$ cat src/logic/pdadc_pkg.sv
// Constants and types for the power detector converter readout
package pdadc_pkg;

   // ****************************************
   // Data widths
   // ****************************************
   localparam int RESULT_W   = 12;
   localparam int FIFO_DEPTH = 32;
   localparam int IN_W       = 20;
   localparam int FRAC_W     = 4;

   // ****************************************
   // Codes
   // ****************************************
   localparam logic [RESULT_W-1:0] CODE_ALL_ONES  = 12'hfff;
   localparam logic [RESULT_W-1:0] CODE_ALL_ZEROS = 12'h000;
   localparam logic [RESULT_W-1:0] RESULT_RST     = 12'h000;
   localparam logic signed [IN_W:0] HALF_STEP     = 21'sh00008;
   localparam logic signed [IN_W:0] TOP_CODE      = 21'sh00fff;

   // ****************************************
   // Timing
   // ****************************************
   localparam int CLK_PERIOD_NS = 50;
   localparam int ACQ_TIME_NS   = 500;
   localparam int CONVERSION_TRIGGER_TIME_NS  = 2000;
   localparam int ACQ_CYCLES    = (ACQ_TIME_NS + CLK_PERIOD_NS - 1) / CLK_PERIOD_NS;
   localparam int CONVERSION_TRIGGER_CYCLES   = (CONVERSION_TRIGGER_TIME_NS + CLK_PERIOD_NS - 1) / CLK_PERIOD_NS;
   localparam int CNT_W         = 8;

   // ****************************************
   // Converter states
   // ****************************************
   typedef enum logic [1:0]
   {
      ST_SLEEP   = 2'b00,
      ST_ACQUIRE = 2'b01,
      ST_READY   = 2'b11,
      ST_CONVERT = 2'b10
   } adc_state_t;

endpackage

$ cat src/logic/result_fifo.sv
// Synchronous FIFO for conversion results
`timescale 1ns/1ps
module result_fifo
#(
   parameter int WIDTH = 12,
   parameter int DEPTH = 32
)
(
   // Clock and reset
   input  wire logic             i_clk,
   input  wire logic             i_nrst,
   // Fill side
   input  wire logic             i_in_valid,
   input  wire logic [WIDTH-1:0] i_in_data,
   output logic                  o_in_ready,
   // Drain side
   output logic                  o_out_valid,
   output logic [WIDTH-1:0]      o_out_data,
   input  wire logic             i_out_ready
);

   localparam int AW = $clog2(DEPTH);

   logic [WIDTH-1:0] mem_q [DEPTH];
   logic [AW:0]      wr_q;
   logic [AW:0]      rd_q;
   logic             push;
   logic             pop;

   assign o_in_ready  = (wr_q[AW] == rd_q[AW]) || (wr_q[AW-1:0] != rd_q[AW-1:0]);
   assign o_out_valid = wr_q != rd_q;
   assign push        = i_in_valid && o_in_ready;
   assign pop         = o_out_valid && i_out_ready;
   assign o_out_data  = mem_q[rd_q[AW-1:0]];

   // ****************************************
   // Storage and pointers
   // ****************************************
   always_ff @(posedge i_clk)
   begin
      if (push)
      begin
         mem_q[wr_q[AW-1:0]] <= i_in_data;
      end
   end

   always_ff @(posedge i_clk)
   begin
      if (!i_nrst)
      begin
         wr_q <= '0;
         rd_q <= '0;
      end
      else
      begin
         if (push)
         begin
            wr_q <= wr_q + 1'b1;
         end
         if (pop)
         begin
            rd_q <= rd_q + 1'b1;
         end
      end
   end

endmodule

$ cat src/logic/power_detector_adc_serial_readout.sv
// Conversion control and serial readout of the detector converter
//
// Behaviour
// - A rising trigger starts a conversion and releases the serial output.
// - After a trigger rise the serial output stays undriven.
// - A finished conversion drops into sleep on its own if the trigger is still high; with it low it returns to acquisition.
// - A falling trigger drives the output and shows the top result bit at once.
// - Later bits change on falling serial clock; the host samples on rising.
// - After twelve bits the output gives zeros while the trigger stays low.
// - A trigger held high after conversion keeps the converter asleep, bias off.
// - The sample and hold stays in hold while asleep.
// - A falling trigger powers up the converter and resumes sampling.
// - After the trigger falls one acquisition interval passes before acquisition done is flagged.
// - An input above the reference gives all ones.
// - An input below ground gives all zeros.
// - The code is straight binary, one step being the reference over 4096.
// - Code boundaries sit at half steps.
`timescale 1ns/1ps
module power_detector_adc_serial_readout
   import pdadc_pkg::*;
#(
   parameter int ACQ_CNT  = ACQ_CYCLES,
   parameter int CONVERSION_TRIGGER_CNT = CONVERSION_TRIGGER_CYCLES,
   parameter int DEPTH    = FIFO_DEPTH
)
(
   // Clock and reset
   input  wire logic                   i_clk,
   input  wire logic                   i_nrst,
   // Serial pins
   input  wire logic                   i_conversion_trigger,
   input  wire logic                   i_sck,
   output logic                        o_serial_result_out,
   output logic                        o_serial_result_out_oe,
   // Detector input, signed, units of 1/16 step, full scale 4096 steps
   input  wire logic signed [IN_W-1:0] i_detector_analog_output,
   // Converter status
   output logic                        o_bias_on,
   output logic                        o_sampling,
   output logic                        o_converting,
   output logic                        o_acq_done
);

   // ****************************************
   // Pin synchronisers
   // ****************************************
   logic trig_m_q;
   logic trig_s_q;
   logic trig_p_q;
   logic sck_m_q;
   logic sck_s_q;
   logic sck_p_q;
   logic trig_rise;
   logic trig_fall;
   logic sck_fall;

   always_ff @(posedge i_clk)
   begin
      if (!i_nrst)
      begin
         trig_m_q <= 1'b0;
         trig_s_q <= 1'b0;
         trig_p_q <= 1'b0;
      end
      else
      begin
         trig_m_q <= i_conversion_trigger;
         trig_s_q <= trig_m_q;
         trig_p_q <= trig_s_q;
      end
   end

   // Sck is oversampled; each level must last at least two clocks
   always_ff @(posedge i_clk)
   begin
      if (!i_nrst)
      begin
         sck_m_q <= 1'b0;
         sck_s_q <= 1'b0;
         sck_p_q <= 1'b0;
      end
      else
      begin
         sck_m_q <= i_sck;
         sck_s_q <= sck_m_q;
         sck_p_q <= sck_s_q;
      end
   end

   assign trig_rise = trig_s_q && !trig_p_q;
   assign trig_fall = !trig_s_q && trig_p_q;
   assign sck_fall  = !sck_s_q && sck_p_q;

   // ****************************************
   // Converter state machine
   // ****************************************
   adc_state_t       state_q;
   logic [CNT_W-1:0] cnt_q;
   logic             conversion_trigger_end;
   logic             fifo_in_ready;
   logic             fifo_out_valid;
   logic [RESULT_W-1:0] fifo_out_data;

   // A full FIFO holds the finished result here until room appears
   assign conversion_trigger_end = (state_q == ST_CONVERT) && (cnt_q == CNT_W'(CONVERSION_TRIGGER_CNT - 1));

   always_ff @(posedge i_clk)
   begin
      if (!i_nrst)
      begin
         state_q <= ST_SLEEP;
      end
      else
      begin
         case (state_q)
            ST_SLEEP:
            begin
               if (trig_fall)
               begin
                  state_q <= ST_ACQUIRE;
               end
               else if (trig_rise)
               begin
                  state_q <= ST_CONVERT;
               end
            end
            ST_ACQUIRE:
            begin
               // Early rise breaks the host's timing; the value is converted unsettled
               if (trig_rise)
               begin
                  state_q <= ST_CONVERT;
               end
               else if (cnt_q == CNT_W'(ACQ_CNT - 1))
               begin
                  state_q <= ST_READY;
               end
            end
            ST_READY:
            begin
               if (trig_rise)
               begin
                  state_q <= ST_CONVERT;
               end
            end
            ST_CONVERT:
            begin
               if (conversion_trigger_end && fifo_in_ready)
               begin
                  // Trigger already low means the wake-up edge came early
                  state_q <= trig_s_q ? ST_SLEEP : ST_ACQUIRE;
               end
            end
            default:
            begin
               state_q <= ST_SLEEP;
            end
         endcase
      end
   end

   // ****************************************
   // Interval counter
   // ****************************************
   always_ff @(posedge i_clk)
   begin
      if (!i_nrst)
      begin
         cnt_q <= '0;
      end
      else if (trig_rise || trig_fall || state_q == ST_SLEEP || state_q == ST_READY)
      begin
         cnt_q <= '0;
      end
      else if (conversion_trigger_end && fifo_in_ready)
      begin
         cnt_q <= '0;
      end
      else if (conversion_trigger_end)
      begin
         // Parked on the end count while the FIFO is full
         cnt_q <= cnt_q;
      end
      else
      begin
         cnt_q <= cnt_q + 1'b1;
      end
   end

   // ****************************************
   // Sample and hold, quantiser
   // ****************************************
   logic signed [IN_W-1:0] held_q;
   logic signed [IN_W:0]   rounded;
   logic [RESULT_W-1:0]    code_d;
   logic [RESULT_W-1:0]    code_q;
   logic                   track;

   // Tracking stops at the detected rise, so the held value is the one converted
   assign track = (state_q == ST_ACQUIRE || state_q == ST_READY) && !trig_rise;

   always_ff @(posedge i_clk)
   begin
      if (!i_nrst)
      begin
         held_q <= '0;
      end
      else if (track)
      begin
         held_q <= i_detector_analog_output;
      end
   end

   always_comb
   begin
      rounded = ($signed({held_q[IN_W-1], held_q}) + HALF_STEP) >>> FRAC_W;
      if (held_q < 0)
      begin
         code_d = CODE_ALL_ZEROS;
      end
      else if (rounded > TOP_CODE)
      begin
         code_d = CODE_ALL_ONES;
      end
      else
      begin
         code_d = rounded[RESULT_W-1:0];
      end
   end

   always_ff @(posedge i_clk)
   begin
      if (!i_nrst)
      begin
         code_q <= RESULT_RST;
      end
      else if (state_q == ST_CONVERT)
      begin
         code_q <= code_d;
      end
   end

   // ****************************************
   // Result buffer
   // ****************************************
   result_fifo
   #(
      .WIDTH (RESULT_W),
      .DEPTH (DEPTH)
   )
   u_fifo
   (
      .i_clk       (i_clk),
      .i_nrst      (i_nrst),
      .i_in_valid  (conversion_trigger_end),
      .i_in_data   (code_q),
      .o_in_ready  (fifo_in_ready),
      .o_out_valid (fifo_out_valid),
      .o_out_data  (fifo_out_data),
      .i_out_ready (trig_fall)
   );

   // ****************************************
   // Serial shifter
   // ****************************************
   logic [RESULT_W-1:0] shift_q;
   logic                oe_q;

   always_ff @(posedge i_clk)
   begin
      if (!i_nrst)
      begin
         oe_q <= 1'b0;
      end
      else if (trig_rise)
      begin
         oe_q <= 1'b0;
      end
      else if (trig_fall)
      begin
         oe_q <= 1'b1;
      end
   end

   // Bits only move while the trigger is low and the output is on
   always_ff @(posedge i_clk)
   begin
      if (!i_nrst)
      begin
         shift_q <= RESULT_RST;
      end
      else if (trig_fall)
      begin
         // No finished result yet gives a stream of zeros
         shift_q <= fifo_out_valid ? fifo_out_data : CODE_ALL_ZEROS;
      end
      else if (sck_fall && oe_q && !trig_s_q)
      begin
         shift_q <= {shift_q[RESULT_W-2:0], 1'b0};
      end
   end

   // ****************************************
   // Status flags
   // ****************************************
   // Registered so the pins never see a decode glitch; one clock behind the state
   logic bias_q;
   logic sampling_q;
   logic converting_q;
   logic ready_q;

   always_ff @(posedge i_clk)
   begin
      if (!i_nrst)
      begin
         bias_q       <= 1'b0;
         sampling_q   <= 1'b0;
         converting_q <= 1'b0;
         ready_q      <= 1'b0;
      end
      else
      begin
         bias_q       <= state_q != ST_SLEEP;
         sampling_q   <= state_q == ST_ACQUIRE || state_q == ST_READY;
         converting_q <= state_q == ST_CONVERT;
         ready_q      <= state_q == ST_READY;
      end
   end

   // ****************************************
   // Outputs
   // ****************************************
   assign o_serial_result_out    = shift_q[RESULT_W-1];
   assign o_serial_result_out_oe = oe_q;
   assign o_bias_on              = bias_q;
   assign o_sampling             = sampling_q;
   assign o_converting           = converting_q;
   assign o_acq_done             = ready_q;

endmodule

$ cat config.mk
export PLATFORM = sky130hd
export DESIGN_NAME = power_detector_adc_serial_readout
export DESIGN_NICKNAME = d
export VERILOG_FILES = /design/src/logic/pdadc_pkg.sv /design/src/logic/result_fifo.sv /design/src/logic/power_detector_adc_serial_readout.sv
export SDC_FILE = /design/constraint.sdc
export NUM_CORES = 1
export LEC_CHECK = 0
export BUFFER_PORTS_ARGS = -buffer_cell sky130_fd_sc_hd__buf_2
export CAP_MARGIN = 40
export CORE_UTILIZATION = 45
export CTS_CLUSTER_DIAMETER = 30
export DETAILED_ROUTE_END_ITERATION = 10
export PLACE_DENSITY = 0.71
export SLEW_MARGIN = 20
export SYNTH_ARGS = -nofsm -noshare
export SYNTH_HDL_FRONTEND = slang
export SYNTH_SLANG_ARGS = --single-unit
$ cat constraint.sdc
create_clock -name i_clk -period 2.4 [get_ports i_clk]
set_input_delay 0.72 -clock i_clk [delete_from_list [all_inputs] [get_ports i_clk]]
set_output_delay 0.72 -clock i_clk [all_outputs]
set_load 0.1 [all_outputs]
==> run metrics <==
status finished clean; maximum clock frequency 442 MHz; layout cells sized above 1 25.7%; cells on worst reg2reg path 6; clk sinks 463; EDFF count, synth 384; routed len/inst 21.4 um; Worst Path Required 2.87 ns; Worst setup EP type register; Yosys top cell by area edfxtp_1; setup slack after layout 0.140 ns; Final Max Slew Viols 0; critical-path cell list buf_12 > buf_4 > mux4_2 > mux2_2 > a221o_1 > a41o_1; Final setup viols 0; Worst IR Drop VDD 0.804 mV; P_leak 8.16 nW; Buffers on Ports 26; largest net degree at the start of global routing 34; Die H 205 um; Core Area 40100 um2; Clk Latency, worst-skew pair 0.58 ns; share of the synthesized area in the top cell type 62.3%; Post-Syn Nets 1202; pwr dens 897 nW/um2; vias in the first global route 10.9k; Place WS -0.0509 ns; hold_sp i_conversion_trigger; Async S/R FF share, synth 0%; Placement Cell Area 19900 um2; filler instances 2951; Data arrival, critical path 2.73 ns; worst setup path class register to register; final hold slack 0.355 ns; minimum clock period 2.26 ns; startpoint types register; WL final 41000 um; Synth cell types 60; Final Cycle Share 94.2%; Initial Util 46.1%; Avg Cell Area, Syn 15.8 um2; largest cells by area after synthesis edfxtp_1 (62%), dfxtp_1 (8.5%), mux2i_1 (5.1%), mux4_2 (3.7%), mux2_2 (2.3%); vias 10.7k; IO Pins 30; Area Growth Syn to Fin 23.3%; first-pass GRT wire length 63300 um; Die X 205 um; Seq/Total Area, Yosys 70.9%; post-layout net count 1358; Mapped Cells 1168; Root Buffer Master clkbuf_16; main flop type after synthesis edfxtp_1; Rows 73; ANT cells 0; Final Util 56.9%; initial antenna violation count 0; drc violations 0; top-count cell post-synth edfxtp_1; commonest cells in the netlist edfxtp_1 (384), mux2i_1 (95), nand2_1 (88); Worst Hold Endpoint trig_m_q$_SDFF_PN0_; skew final 0.0204 ns; fin area 22800 um2; CTS buffer count 80; Post-CTS Resized 0; CP max-delay cell mux4_2; Syn. warnings 0; register bit total from synthesis 463; top fanout value on the critical path 7; Max Cap Violations 0; CP Buf/Inv Count 2; clock slew at reported path FFs 0.05 ns; final hold violation count 0; die area 41900 um2; cell family with most CP delay multiplexers; drt first-iter violations 1030; clk buf depth 3; Min-Delay Path Class primary input to register; Tot Pwr 20.5 mW; Max-slew headroom 34.2%; slew of the pin with the lowest slew margin 0.975 ns; drt pass-1 iters 5; worst r2r dst shift_q[8]$_SDFFE_PN0P_; RSZ-0062 raised after global routing false; Max stage delay on crit path 0.49 ns; Placer Congestion 0.893; flop2flop setup slack 0.14 ns; total track usage 20.3%; worst hold path depth 2; synthesized area 18500 um2; Antenna Nets Post-Route 0; CTS tree yes; vias per cell 5.61; hpwl dp 25200 um; total global routing overflow 0; H-Tree Depth 3
==> worst max path at each step <==
stage / startpoint / endpoint / slack (ns) / depth (start not counted)
3_5_place_dp: register / shift_q[8]$_SDFFE_PN0P_ / -0.05 / 6
3_3_place_gp: register / shift_q[8]$_SDFFE_PN0P_ / -0.05 / 6
2_1_floorplan: cnt_q[2]$_SDFFE_PP0N_ / u_fifo.mem_q[31][0]$_DFFE_PP_ / 0.18 / 6
5_1_grt: register / shift_q[1]$_SDFFE_PN0P_ / 0.09 / 6
4_1_cts: register / shift_q[8]$_SDFFE_PN0P_ / 0.05 / 5
6_report: register / shift_q[8]$_SDFFE_PN0P_ / 0.14 / 6
==> layer usage <==
metal	global-route usage, %	vias up	part of all wire [%]
li1	-	4909	-
met1	27.1	5407	42
met2	32.0	357	48
met3	4.17	68	6.6
met4	9.01	0	3.3
met5	0	-	0
==> report_power, final <==
part           internal (mW)  switching, mW  total (mW)
clock                   7.71           3.92        11.6
sequential              8.64         0.0170        8.66
combinational         0.0532          0.120       0.173
==> placed cells by master, fill, tap and decap left out, types with 10 or more instances in the layout <==
cell type	synthesis	routed
a22o_1	30	30
dfxtp_1	79	76
nor2_1	72	72
buf_4	6	98
bufinv_16	0	11
o22ai_1	16	16
inv_1	12	12
inv_6	0	11
buf_2	25	26
edfxtp_1	384	384
a221oi_1	10	10
a21oi_1	42	42
buf_12	1	13
ha_1	10	10
clkbuf_16	0	84
mux2i_1	95	95
xnor2_1	18	18
o21ai_0	13	13
clkinv_2	0	15
a41o_1	10	10
nand2_1	88	88
nor3_1	10	10
mux4_2	30	30
nand3_1	21	21
mux2_2	37	37
==> flip-flops by register name, summed over array words and instances, names as in the netlist, named ones only <==
name / cells
cnt_q: 8
code_q: 12
held_q: 17
o_acq_done: 1
o_bias_on: 1
o_converting: 1
o_sampling: 1
o_serial_result_out_oe: 1
sck_m_q: 1
sck_p_q: 1
sck_s_q: 1
shift_q: 12
state_q: 2
trig_m_q: 1
trig_p_q: 1
trig_s_q: 1
u_fifo.mem_q: 384
u_fifo.rd_q: 6
u_fifo.wr_q: 6
==> what timing repair did <==
action	CTS	global route
pin swaps	0	0
setup buffers	1	1
hold buffers	0	0
cloned	0	0
endpoints found under the setup margin	5	4
==> logic make-up (layout without fill, tap and decap cells) <==
kind of cell               Yosys count  after routing  share of synthesized area [%]
adders and majority gates           10             10                          0.676
AOI/OAI and AO/OA                  181            181                           7.22
muxes                              169            169                           12.0
buffers and inverters               80            302                           2.08
DFF                                463            463                           70.9
and+or+nand+nor                    238            238                           5.82
xor gates and xnor gates            27             27                           1.28
==> cell type report <==
| cell class | instances | area [um2] | share of cell area (%) |
|---|---|---|---|
| flip-flops and latches | 463 | 13100 | 57.5 |
| inverters | 15 | 56.3 | 0.247 |
| multi-input cells | 625 | 5010 | 22.0 |
| repair buffers | 139 | 1150 | 5.04 |
| clock buffers | 93 | 2160 | 9.45 |
| well taps | 525 | 657 | 2.88 |
| clock inverters | 55 | 661 | 2.90 |
==> per-stage QoR <==
step	setup TNS, ns	cells
finish	0	1915
global route	0	1915
CTS	0	1913
detailed placement	-0.120	1764
global placement	-0.0873	1764
floorplan	0	1168
==> worst reg2reg max path: cells and delay by family, from the launching register on <==
kind                   cells  cell delay (ns)
muxes                      2             0.81
AOI/OAI and AO/OA          2             0.61
DFF                        1             0.45
buffers and inverters      2             0.29
Note: power is estimated with default switching activity, not from simulation.
